===== src/hw/t1fm_defs.svh =====
// Offsets, field positions, reset values and widths of the F-bit monitor.
// Included by the monitor; holds definitions only.
`ifndef T1FM_DEFS_SVH
`define T1FM_DEFS_SVH

`define T1FM_CNT_W 12
`define T1FM_CNT_MAX 12'hfff
`define T1FM_CNT_RST 12'h000

`define T1FM_OFF_CNT_HIGH 8'h25
`define T1FM_OFF_PATH_LOW 8'h26
`define T1FM_OFF_SYNC_LOW 8'h27
`define T1FM_OFF_LINK_BYTE 8'h28
`define T1FM_OFF_MATCH_A 8'h29
`define T1FM_OFF_MATCH_B 8'h2a
`define T1FM_OFF_FRAME_CTRL 8'h30
`define T1FM_OFF_RECV_CTRL 8'h31
`define T1FM_OFF_STATUS 8'h32
`define T1FM_OFF_MASK 8'h33

`define T1FM_BIT_FRAMING_MODE 3
`define T1FM_BIT_ZERO_DESTUFF 0
`define T1FM_BIT_FS_ERR_EN 1
`define T1FM_BIT_SYNC_SELECT 0
`define T1FM_BIT_ONE_SECOND 5
`define T1FM_BIT_BYTE_FULL 4
`define T1FM_BIT_MATCH 2
`define T1FM_BIT_ABORT 1

`define T1FM_BYTE_RST 8'h00
`define T1FM_BITS_PER_BYTE 3'h7
`define T1FM_STUFF_RUN 4'h5
`define T1FM_ABORT_RUN 4'h8

`endif


===== src/hw/t1fm_pkg.sv =====
// Types shared by the F-bit monitor.
// No dependencies.
package t1fm_pkg;

   typedef enum logic [1:0] {
      T1FM_D4 = 2'b01,
      T1FM_ESF = 2'b10
   } t1fm_frame_mode_t;

endpackage : t1fm_pkg


===== src/hw/t1fm_rx_fbit_monitor.sv =====
// Receive F-bit monitor: path and sync-loss counters, link byte extraction.
// Assumes all event inputs come from framer logic on core_clk_in, as pulses.
//
// Contract
// Path error count is twelve bits
// Extended superframe: path counter counts CRC6 errors
// D4: count Ft errors, plus Fs if enabled
// Shared high byte: path low, sync high
// Sync-loss counter twelve bits, low byte separate
// Select one: count out-of-sync multiframes always
// Select zero: count Ft or FPS errors
// Framing-error mode halts during sync loss
// Link or Fs bits shift into byte
// First received bit lands in LSB
// Byte completes after eight link bits
// Full byte sets flag, masked interrupt low
// Host reads byte before next fills
// Byte matching either pattern sets match flag
// Destuff zero after exactly five ones
// Zero after six or more ones kept
// Host enables destuffing when extracting link
// Counters load on one-second boundaries
// Counters saturate, never wrap
// Path counter halts during sync loss
// Eight consecutive ones set abort flag
// Discarded zeros do not enter byte
//
// Added by the designer: the plain strobed port.
`timescale 1ns/1ps
`include "t1fm_defs.svh"

module t1fm_rx_fbit_monitor (
   input wire logic core_clk_in,
   input wire logic rst_in,
   input wire logic [7:0] addr_in,
   input wire logic [7:0] wdata_in,
   input wire logic wr_in,
   input wire logic rd_in,
   output logic [7:0] rdata_out,
   input wire logic ft_error_in,
   input wire logic fs_error_in,
   input wire logic fps_error_in,
   input wire logic crc6_error_in,
   input wire logic multiframe_in,
   input wire logic receive_sync_lost_in,
   input wire logic one_second_in,
   input wire logic link_bit_valid_in,
   input wire logic link_bit_in,
   output logic second_interrupt_n_out
);

   ////////////////////////////////////////////////////////////////////////
   // Control registers
   logic framing_mode_select_q;
   logic zero_destuff_enable_q;
   logic fs_error_count_enable_q;
   logic sync_loss_count_select_q;
   logic [7:0] link_match_byte_a_q;
   logic [7:0] link_match_byte_b_q;
   logic link_byte_full_mask_q;
   logic link_match_mask_q;
   t1fm_pkg::t1fm_frame_mode_t mode;

   assign mode = framing_mode_select_q ? t1fm_pkg::T1FM_ESF : t1fm_pkg::T1FM_D4;

   always_ff @(posedge core_clk_in) begin
      if (rst_in) begin
         framing_mode_select_q <= 1'b0;
         zero_destuff_enable_q <= 1'b0;
         fs_error_count_enable_q <= 1'b0;
         sync_loss_count_select_q <= 1'b0;
         link_match_byte_a_q <= `T1FM_BYTE_RST;
         link_match_byte_b_q <= `T1FM_BYTE_RST;
         link_byte_full_mask_q <= 1'b0;
         link_match_mask_q <= 1'b0;
      end else if (wr_in) begin
         case (addr_in)
            `T1FM_OFF_FRAME_CTRL: begin
               framing_mode_select_q <= wdata_in[`T1FM_BIT_FRAMING_MODE];
               zero_destuff_enable_q <= wdata_in[`T1FM_BIT_ZERO_DESTUFF];
            end
            `T1FM_OFF_RECV_CTRL: begin
               fs_error_count_enable_q <= wdata_in[`T1FM_BIT_FS_ERR_EN];
               sync_loss_count_select_q <= wdata_in[`T1FM_BIT_SYNC_SELECT];
            end
            `T1FM_OFF_MATCH_A: link_match_byte_a_q <= wdata_in;
            `T1FM_OFF_MATCH_B: link_match_byte_b_q <= wdata_in;
            `T1FM_OFF_MASK: begin
               link_byte_full_mask_q <= wdata_in[`T1FM_BIT_BYTE_FULL];
               link_match_mask_q <= wdata_in[`T1FM_BIT_MATCH];
            end
            default: begin
            end
         endcase
      end
   end

   ////////////////////////////////////////////////////////////////////////
   // Performance counters: live count runs, snapshot taken each second
   logic path_event;
   logic sync_event;
   logic [11:0] path_live_q;
   logic [11:0] sync_live_q;
   logic [11:0] path_error_count_q;
   logic [11:0] sync_loss_count_q;

   always_comb begin
      if (mode == t1fm_pkg::T1FM_ESF) begin
         path_event = crc6_error_in;
      end else begin
         path_event = ft_error_in | (fs_error_count_enable_q & fs_error_in);
      end
      path_event = path_event & ~receive_sync_lost_in;
      if (sync_loss_count_select_q) begin
         sync_event = multiframe_in & receive_sync_lost_in;
      end else begin
         // Framing-error mode is blind while out of sync
         sync_event = ((mode == t1fm_pkg::T1FM_ESF) ? fps_error_in : ft_error_in)
                      & ~receive_sync_lost_in;
      end
   end

   // An event in the snapshot cycle starts the new second, so none is lost
   always_ff @(posedge core_clk_in) begin
      if (rst_in) begin
         path_live_q <= `T1FM_CNT_RST;
      end else if (one_second_in) begin
         path_live_q <= {11'h000, path_event};
      end else if (path_event && path_live_q != `T1FM_CNT_MAX) begin
         path_live_q <= path_live_q + 12'h001;
      end
   end

   always_ff @(posedge core_clk_in) begin
      if (rst_in) begin
         sync_live_q <= `T1FM_CNT_RST;
      end else if (one_second_in) begin
         sync_live_q <= {11'h000, sync_event};
      end else if (sync_event && sync_live_q != `T1FM_CNT_MAX) begin
         sync_live_q <= sync_live_q + 12'h001;
      end
   end

   always_ff @(posedge core_clk_in) begin
      if (rst_in) begin
         path_error_count_q <= `T1FM_CNT_RST;
         sync_loss_count_q <= `T1FM_CNT_RST;
      end else if (one_second_in) begin
         path_error_count_q <= path_live_q;
         sync_loss_count_q <= sync_live_q;
      end
   end

   ////////////////////////////////////////////////////////////////////////
   // Link extraction with zero destuffing
   logic [3:0] ones_run_q;
   logic [7:0] shift_q;
   logic [2:0] bit_cnt_q;
   logic [7:0] receive_link_byte_q;
   logic drop_zero;
   logic byte_done;
   logic [7:0] new_byte;

   // A run of exactly five ones marks a stuffed zero; six or more do not
   assign drop_zero = zero_destuff_enable_q & ~link_bit_in
                      & (ones_run_q == `T1FM_STUFF_RUN);
   assign byte_done = link_bit_valid_in & ~drop_zero
                      & (bit_cnt_q == `T1FM_BITS_PER_BYTE);
   assign new_byte = {link_bit_in, shift_q[7:1]};

   always_ff @(posedge core_clk_in) begin
      if (rst_in) begin
         ones_run_q <= 4'h0;
      end else if (link_bit_valid_in) begin
         if (!link_bit_in) begin
            ones_run_q <= 4'h0;
         end else if (ones_run_q != `T1FM_ABORT_RUN) begin
            ones_run_q <= ones_run_q + 4'h1;
         end
      end
   end

   always_ff @(posedge core_clk_in) begin
      if (rst_in) begin
         shift_q <= `T1FM_BYTE_RST;
         bit_cnt_q <= 3'h0;
      end else if (link_bit_valid_in && !drop_zero) begin
         shift_q <= new_byte;
         bit_cnt_q <= bit_cnt_q + 3'h1;
      end
   end

   // Overwritten if the host is slow; no holding buffer
   always_ff @(posedge core_clk_in) begin
      if (rst_in) begin
         receive_link_byte_q <= `T1FM_BYTE_RST;
      end else if (byte_done) begin
         receive_link_byte_q <= new_byte;
      end
   end

   ////////////////////////////////////////////////////////////////////////
   // Status flags: write one to clear, a new event wins over the clear
   logic one_second_tick_flag_q;
   logic link_byte_full_flag_q;
   logic link_match_flag_q;
   logic link_abort_flag_q;
   logic clr_wr;
   logic match_evt;
   logic abort_evt;

   assign clr_wr = wr_in & (addr_in == `T1FM_OFF_STATUS);
   assign match_evt = byte_done
                      & (new_byte == link_match_byte_a_q || new_byte == link_match_byte_b_q);
   assign abort_evt = link_bit_valid_in & link_bit_in
                      & (ones_run_q == (`T1FM_ABORT_RUN - 4'h1));

   always_ff @(posedge core_clk_in) begin
      if (rst_in) begin
         one_second_tick_flag_q <= 1'b0;
         link_byte_full_flag_q <= 1'b0;
         link_match_flag_q <= 1'b0;
         link_abort_flag_q <= 1'b0;
      end else begin
         one_second_tick_flag_q <= one_second_in
            | (one_second_tick_flag_q & ~(clr_wr & wdata_in[`T1FM_BIT_ONE_SECOND]));
         link_byte_full_flag_q <= byte_done
            | (link_byte_full_flag_q & ~(clr_wr & wdata_in[`T1FM_BIT_BYTE_FULL]));
         link_match_flag_q <= match_evt
            | (link_match_flag_q & ~(clr_wr & wdata_in[`T1FM_BIT_MATCH]));
         link_abort_flag_q <= abort_evt
            | (link_abort_flag_q & ~(clr_wr & wdata_in[`T1FM_BIT_ABORT]));
      end
   end

   always_ff @(posedge core_clk_in) begin
      if (rst_in) begin
         second_interrupt_n_out <= 1'b1;
      end else begin
         second_interrupt_n_out <= ~((link_byte_full_flag_q & link_byte_full_mask_q)
                                     | (link_match_flag_q & link_match_mask_q));
      end
   end

   ////////////////////////////////////////////////////////////////////////
   // Read port, data one cycle after the strobe
   always_ff @(posedge core_clk_in) begin
      if (rst_in) begin
         rdata_out <= 8'h00;
      end else if (rd_in) begin
         case (addr_in)
            `T1FM_OFF_CNT_HIGH: rdata_out <= {sync_loss_count_q[11:8],
                                              path_error_count_q[11:8]};
            `T1FM_OFF_PATH_LOW: rdata_out <= path_error_count_q[7:0];
            `T1FM_OFF_SYNC_LOW: rdata_out <= sync_loss_count_q[7:0];
            `T1FM_OFF_LINK_BYTE: rdata_out <= receive_link_byte_q;
            `T1FM_OFF_MATCH_A: rdata_out <= link_match_byte_a_q;
            `T1FM_OFF_MATCH_B: rdata_out <= link_match_byte_b_q;
            `T1FM_OFF_FRAME_CTRL: rdata_out <= {4'h0, framing_mode_select_q, 2'h0,
                                                zero_destuff_enable_q};
            `T1FM_OFF_RECV_CTRL: rdata_out <= {6'h00, fs_error_count_enable_q,
                                               sync_loss_count_select_q};
            `T1FM_OFF_STATUS: rdata_out <= {2'h0, one_second_tick_flag_q,
                                            link_byte_full_flag_q, 1'b0,
                                            link_match_flag_q, link_abort_flag_q, 1'b0};
            `T1FM_OFF_MASK: rdata_out <= {3'h0, link_byte_full_mask_q, 1'b0,
                                          link_match_mask_q, 2'h0};
            default: rdata_out <= 8'h00;
         endcase
      end else begin
         rdata_out <= 8'h00;
      end
   end
endmodule : t1fm_rx_fbit_monitor


===== config.mk =====
export PLATFORM = sky130hd
export DESIGN_NAME = t1fm_rx_fbit_monitor
export DESIGN_NICKNAME = d
export VERILOG_FILES = /design/src/hw/t1fm_pkg.sv /design/src/hw/t1fm_rx_fbit_monitor.sv
export VERILOG_INCLUDE_DIRS = /design/src /design/src/hw
export SDC_FILE = /design/constraint.sdc
export NUM_CORES = 1
export LEC_CHECK = 0
export BUFFER_PORTS_ARGS = -buffer_cell sky130_fd_sc_hd__buf_4
export CAP_MARGIN = 30
export CELL_PAD_IN_SITES_DETAIL_PLACEMENT = 1
export CELL_PAD_IN_SITES_GLOBAL_PLACEMENT = 1
export CORE_MARGIN = 3
export CORE_UTILIZATION = 50
export DETAILED_ROUTE_END_ITERATION = 10
export GPL_ROUTABILITY_DRIVEN = 0
export GPL_TIMING_DRIVEN = 0
export PLACE_DENSITY_LB_ADDON = 0.1
export SLEW_MARGIN = 25
export SYNTH_ARGS = -nofsm -noshare
export SYNTH_HDL_FRONTEND = slang
export SYNTH_SLANG_ARGS = --single-unit

===== constraint.sdc =====
create_clock -name core_clk_in -period 2.9 [get_ports core_clk_in]
set_clock_uncertainty 0.15 [all_clocks]
set_input_delay 0.145 -clock core_clk_in [delete_from_list [all_inputs] [get_ports core_clk_in]]
set_output_delay 0.145 -clock core_clk_in [all_outputs]
set_load 0.1 [all_outputs]

* Word level (Yosys, flattened, before mapping)
Cells that the tools add are included.
Widths: inputs -> output; s select.
** Storage, ports and cells
- Register bits after elaboration :: 106
- Input bits :: 29
- Output and inout port bits :: 9
- Word-level logic and storage cells :: 111
** Operators by class
- Add/subtract/negate cells :: 4
- Equal/unequal tests :: 20
- Mux-type cells :: 11
- Bitwise logic cells :: 37
- Reduce and logical (&&, ||, !) cells :: 15
** Operators by type and width (number)
- $eq 8x6->1 const B :: 10
- $pmux 8 s10 :: 1
- $add 12x1->12 const B :: 2
- $ne 12x12->1 const B :: 2
- $and 1x1->1 :: 22
- $eq 8x8->1 :: 2
- $reduce_and 2->1 :: 6
- $not 1->1 :: 9
- $eq 4x3->1 const B :: 2
- $mux 4 :: 2
- $mux 1 :: 7
- $or 1x1->1 :: 6
- $add 4x1->4 const B :: 1
- $ne 4x4->1 const B :: 1
- $reduce_bool 2->1 :: 2
- $reduce_or 2->1 :: 2
- $add 3x1->3 const B :: 1
- $eq 3x3->1 const B :: 1
- $logic_and 1x1->1 :: 3
- $eq 2x2->1 const B :: 1
- $mux 2 :: 1
- $ne 2x1->1 const B :: 1
- $logic_not 1->1 :: 1
- $logic_or 1x1->1 :: 1

* Longest topological paths before layout
- Depth after elaboration :: 8
- Gate-level depth with buffers :: 7
- Depth with buffers taken out :: 6

* Worst setup path after synthesis
No wires, ideal clock.
- Path kind :: reg-to-reg
- From :: register sync_live_q[0]
- To :: register sync_live_q[10]
- Setup time :: 70 ps
- Data arrival time :: 1709 ps
- Required time :: 2680 ps
- Path slack :: 971 ps
- Cell stages (with the launch flop) :: 6
- Buffers on the path :: 0
- Clock period less this slack :: 1929 ps
- Cell sequence :: dfxtp_1 ha_1 nand2_1 or4b_4 or4_1 a21oi_1
** Between the ends
- Word-level cells in the longest chain between the ends :: 2
- Elaborated cells on any way between the ends :: 3
- Classes of those cells :: 1 x add/sub; 1 x eq/ne; 1 x reduce/logical
** Ends and longest elaborated chain
- start, declared :: RTL line t1fm_rx_fbit_monitor.sv:103 : logic [11:0] sync_live_q;
- start signal, assigned :: RTL line t1fm_rx_fbit_monitor.sv:136 : sync_live_q <= `T1FM_CNT_RST;
- start signal, assigned :: RTL line t1fm_rx_fbit_monitor.sv:138 : sync_live_q <= {11'h000, sync_event};
- start signal, assigned :: RTL line t1fm_rx_fbit_monitor.sv:140 : sync_live_q <= sync_live_q + 12'h001;
- parallel branches: the longest is 2 deep, another holds $add 12x1->12
Parallel ways; which one is timed is not known.
A chain may end at the register's enable or synchronous reset.

* Worst setup path after layout
- From :: register sync_live_q[0]
- To :: register sync_live_q[6]
The elaborated chain is that of the path after synthesis.

==> summary.md <==
| Metric | Value |
|---|---|
| Status | completed |
| Setup TNS | 0 ps |
| Critical Path Start Type | flop |
| Least-Margin Pin Slew | 766 ps |
| Initial Utilization | 52.3% |
| Cell count after synthesis | 564 |
| Post-Syn Nets | 600 |
| Drt total wl | 16.2 mm |
| Residual DRC count | 0 |
| Crit path kind | reg -> reg |
| PwrDens | 456 nW/um^2 |
| Clock Tree Buf Depth | 2 |
| NumNets Final | 657 |
| Share of cells above drive strength 1 | 12.5% |
| Final Hold Vio Count | 0 |
| CTS H-tree lvls | 3 |
| Initial antenna violation count | 0 |
| GR Overflow Total | 0 |
| Worst R2R End | sync_live_q[6] |
| Largest net degree at the start of global routing | 17 |
| Asr flop ratio synth | 0% |
| Slew headroom | 48.9% |
| DR vias | 4722 |
| Reg clk slew, reported paths | 100 ps |
| Grt met2 use | 47.9% |
| Via density | 6.22 |
| Multi-input logic area | 2880 um^2 |
| Data arrival time of the worst path | 2400 ps |
| F_max | 445 MHz |
| Most Crowded Layer GR | met2 |
| R2r setup slk | 650 ps |
| Die area | 11600 um^2 |
| Syn_area_per_cell | 9.19 um^2 |
| Grt met3 use | 5.04% |
| YS warnings | 0 |
| Input/output buffers | 36 |
| Die Y | 108 um |
| RSZ-0062 raised after global routing | no |
| # rows | 36 |
| CTS root buffer | clkbuf_8 |
| Worst hold path type | in -> reg |
| Peak supply drop | 0.330 mV |
| Num CTS Buffers | 9 |
| Commonest non-fill, non-tap cell in the layout | dfxtp_1 |
| Drt wl/cell | 21.3 um |
| Diodes inserted | 0 |
| Post-synth EDFFs | 0 |
| Area delta synth->final | 14.6% |
| Die Wd | 108 um |
| Post-Place Cells | 733 |
| Unique cell type count in the Yosys netlist | 63 |
| Resized cells post-CTS | 0 |
| Non-filler cells, final | 759 |
| CTS tree | yes |
| Synthesized area | 5180 um^2 |
| Max Slew Vio Count | 0 |
| Reg2reg start | sync_live_q[0] |
| Core Region | 9910 um^2 |
| Primary FF master, synth | dfxtp_1 |
| Hold_sp | link_bit_valid_in |
| Initial DRC Count | 376 |
| Fin crit share | 77.4% |
| First-pass GRT wire length | 26.1 mm |
| Setup-failing EPs final | 0 |
| First-pass iteration count of the detailed router | 5 |
| WP data required | 3050 ps |
| Filler cells | 1164 |
| Synthesized flop and latch total | 105 |
| Vias in the first global route | 4906 |
| R2R cell count | 6 |
| Final HPWL DP | 11.9 mm |
| Clock Latency Late Sink | 380 ps |
| Crit. End Element | flop |
| TritonCTS Sinks | 105 |
| Register area | 2100 um^2 |
| Hold Path Depth | 4 |
| Leak Pwr | 2.35 nW |
| Num ports | 38 |
| CP max FO | 10 |
| GRT Util Overall | 29.0% |
| Met1 usage | 38.5% |
| MaxCap Viol Count | 0 |
| Worst hold path endpoint | shift_q[7] |
| Seq/Total Area, Yosys | 40.6% |
| Fin crit period | 2250 ps |
| Post-DRT Antenna Nets | 0 |
| Most frequent cells in the layout | dfxtp_1, nor2_1, mux2i_1 |
[critical path, cell delays in order (launching register included)]
cell and delay [ps]:
dfxtp_1 430, ha_1 260, nand2_1 160, nor4_1 400, clkbuf_1 420, o31ai_1 170, a21oi_1 180
[sequential cells by signal, summed over array words and instances (netlist names), 3 cells and up]
register / flops
link_match_byte_a_q: 8
shift_q: 7
receive_link_byte_q: 8
sync_live_q: 12
rdata_out: 8
path_live_q: 12
path_error_count_q: 12
bit_cnt_q: 3
sync_loss_count_q: 12
ones_run_q: 4
link_match_byte_b_q: 8
[stage by stage]
step                worst slack [ps]  power [mW]  util (%)  hold slack (ps)  area [um^2]
floorplan                        971        1.61         -              104         5180
global placement                 822        1.70      56.7              223         5620
detailed placement               706        1.71      56.7              249         5620
CTS                              670        2.72      59.9             22.8         5940
global route                     524        2.80      59.9             43.8         5940
finish                           655        2.71      59.9             40.0         5940
[synthesized netlist by cell type (7+ instances only)]
| cell type | instances | area (um^2) |
|---|---|---|
| o21ai_0 | 8 | 40.0 |
| inv_1 | 14 | 52.6 |
| clkbuf_1 | 23 | 86.3 |
| ha_1 | 7 | 87.6 |
| nor2b_1 | 8 | 50.1 |
| mux2i_1 | 70 | 701 |
| buf_2 | 10 | 50.1 |
| nor2_1 | 72 | 270 |
| nand4_1 | 17 | 106 |
| dfxtp_1 | 105 | 2100 |
| nand2_1 | 26 | 97.6 |
| nor3_1 | 7 | 35.0 |
| nand2b_1 | 7 | 43.8 |
| a21oi_1 | 22 | 110 |
| nand3_1 | 14 | 70.1 |
| or4_1 | 13 | 97.6 |
| a211oi_1 | 9 | 67.6 |
| o31ai_1 | 13 | 97.6 |
| xnor2_1 | 17 | 149 |
[power by group]
group,internal [mW],switching (mW)
Combinational,0.0853,0.141
Sequential,1.45,0.0122
Clock,0.509,0.507
[layer usage]
metal	up-vias	wire length [um]
met5	-	0
met4	0	354
met3	35	822
met2	139	7560
met1	2342	7450
li1	2206	-
[layout make-up]
class,count,share of cell area [%]
timing repair buffer,46,6.24
tap,133,2.80
inverter,14,0.885
sequential,105,35.4
buffer,35,2.42
clock inverter,5,1.33
clock buffer,11,2.38
multi-input combinational,410,48.6
[worst max-delay path by stage]
| stage | slack (ps) | to | cells after the start | start |
|---|---|---|---|---|
| after global routing | 520 | sync_live_q[6] | 6 | sync_live_q[0] |
| after CTS | 670 | sync_live_q[6] | 6 | sync_live_q[0] |
| final | 650 | sync_live_q[6] | 6 | sync_live_q[0] |
| after detailed placement | 710 | sync_live_q[10] | 5 | sync_live_q[0] |
| after floorplan | 970 | sync_live_q[10] | 5 | sync_live_q[0] |
| after global placement | 820 | sync_live_q[1] | 6 | framing_mode_select_q |
[what timing repair did]
| action | 4_1_cts | 5_1_grt |
|---|---|---|
| hold buffers | 10 | 0 |
| buffers inserted | 0 | 0 |
| endpoints found under the setup margin | 0 | 0 |
| hold endpoints to repair | 28 | 0 |
[kinds of logic (layout without fill, tap and decap cells)]
group	after synthesis	in the layout	synth area share, %
buf+inv	49	111	3.79
compound gates	103	103	14.5
flops	105	105	40.6
xor+xnor	18	18	3.04
mux	76	76	14.8
simple gates	206	206	21.6
fa+ha+maj	7	7	1.69
Note: power is estimated with default switching activity, not from simulation.
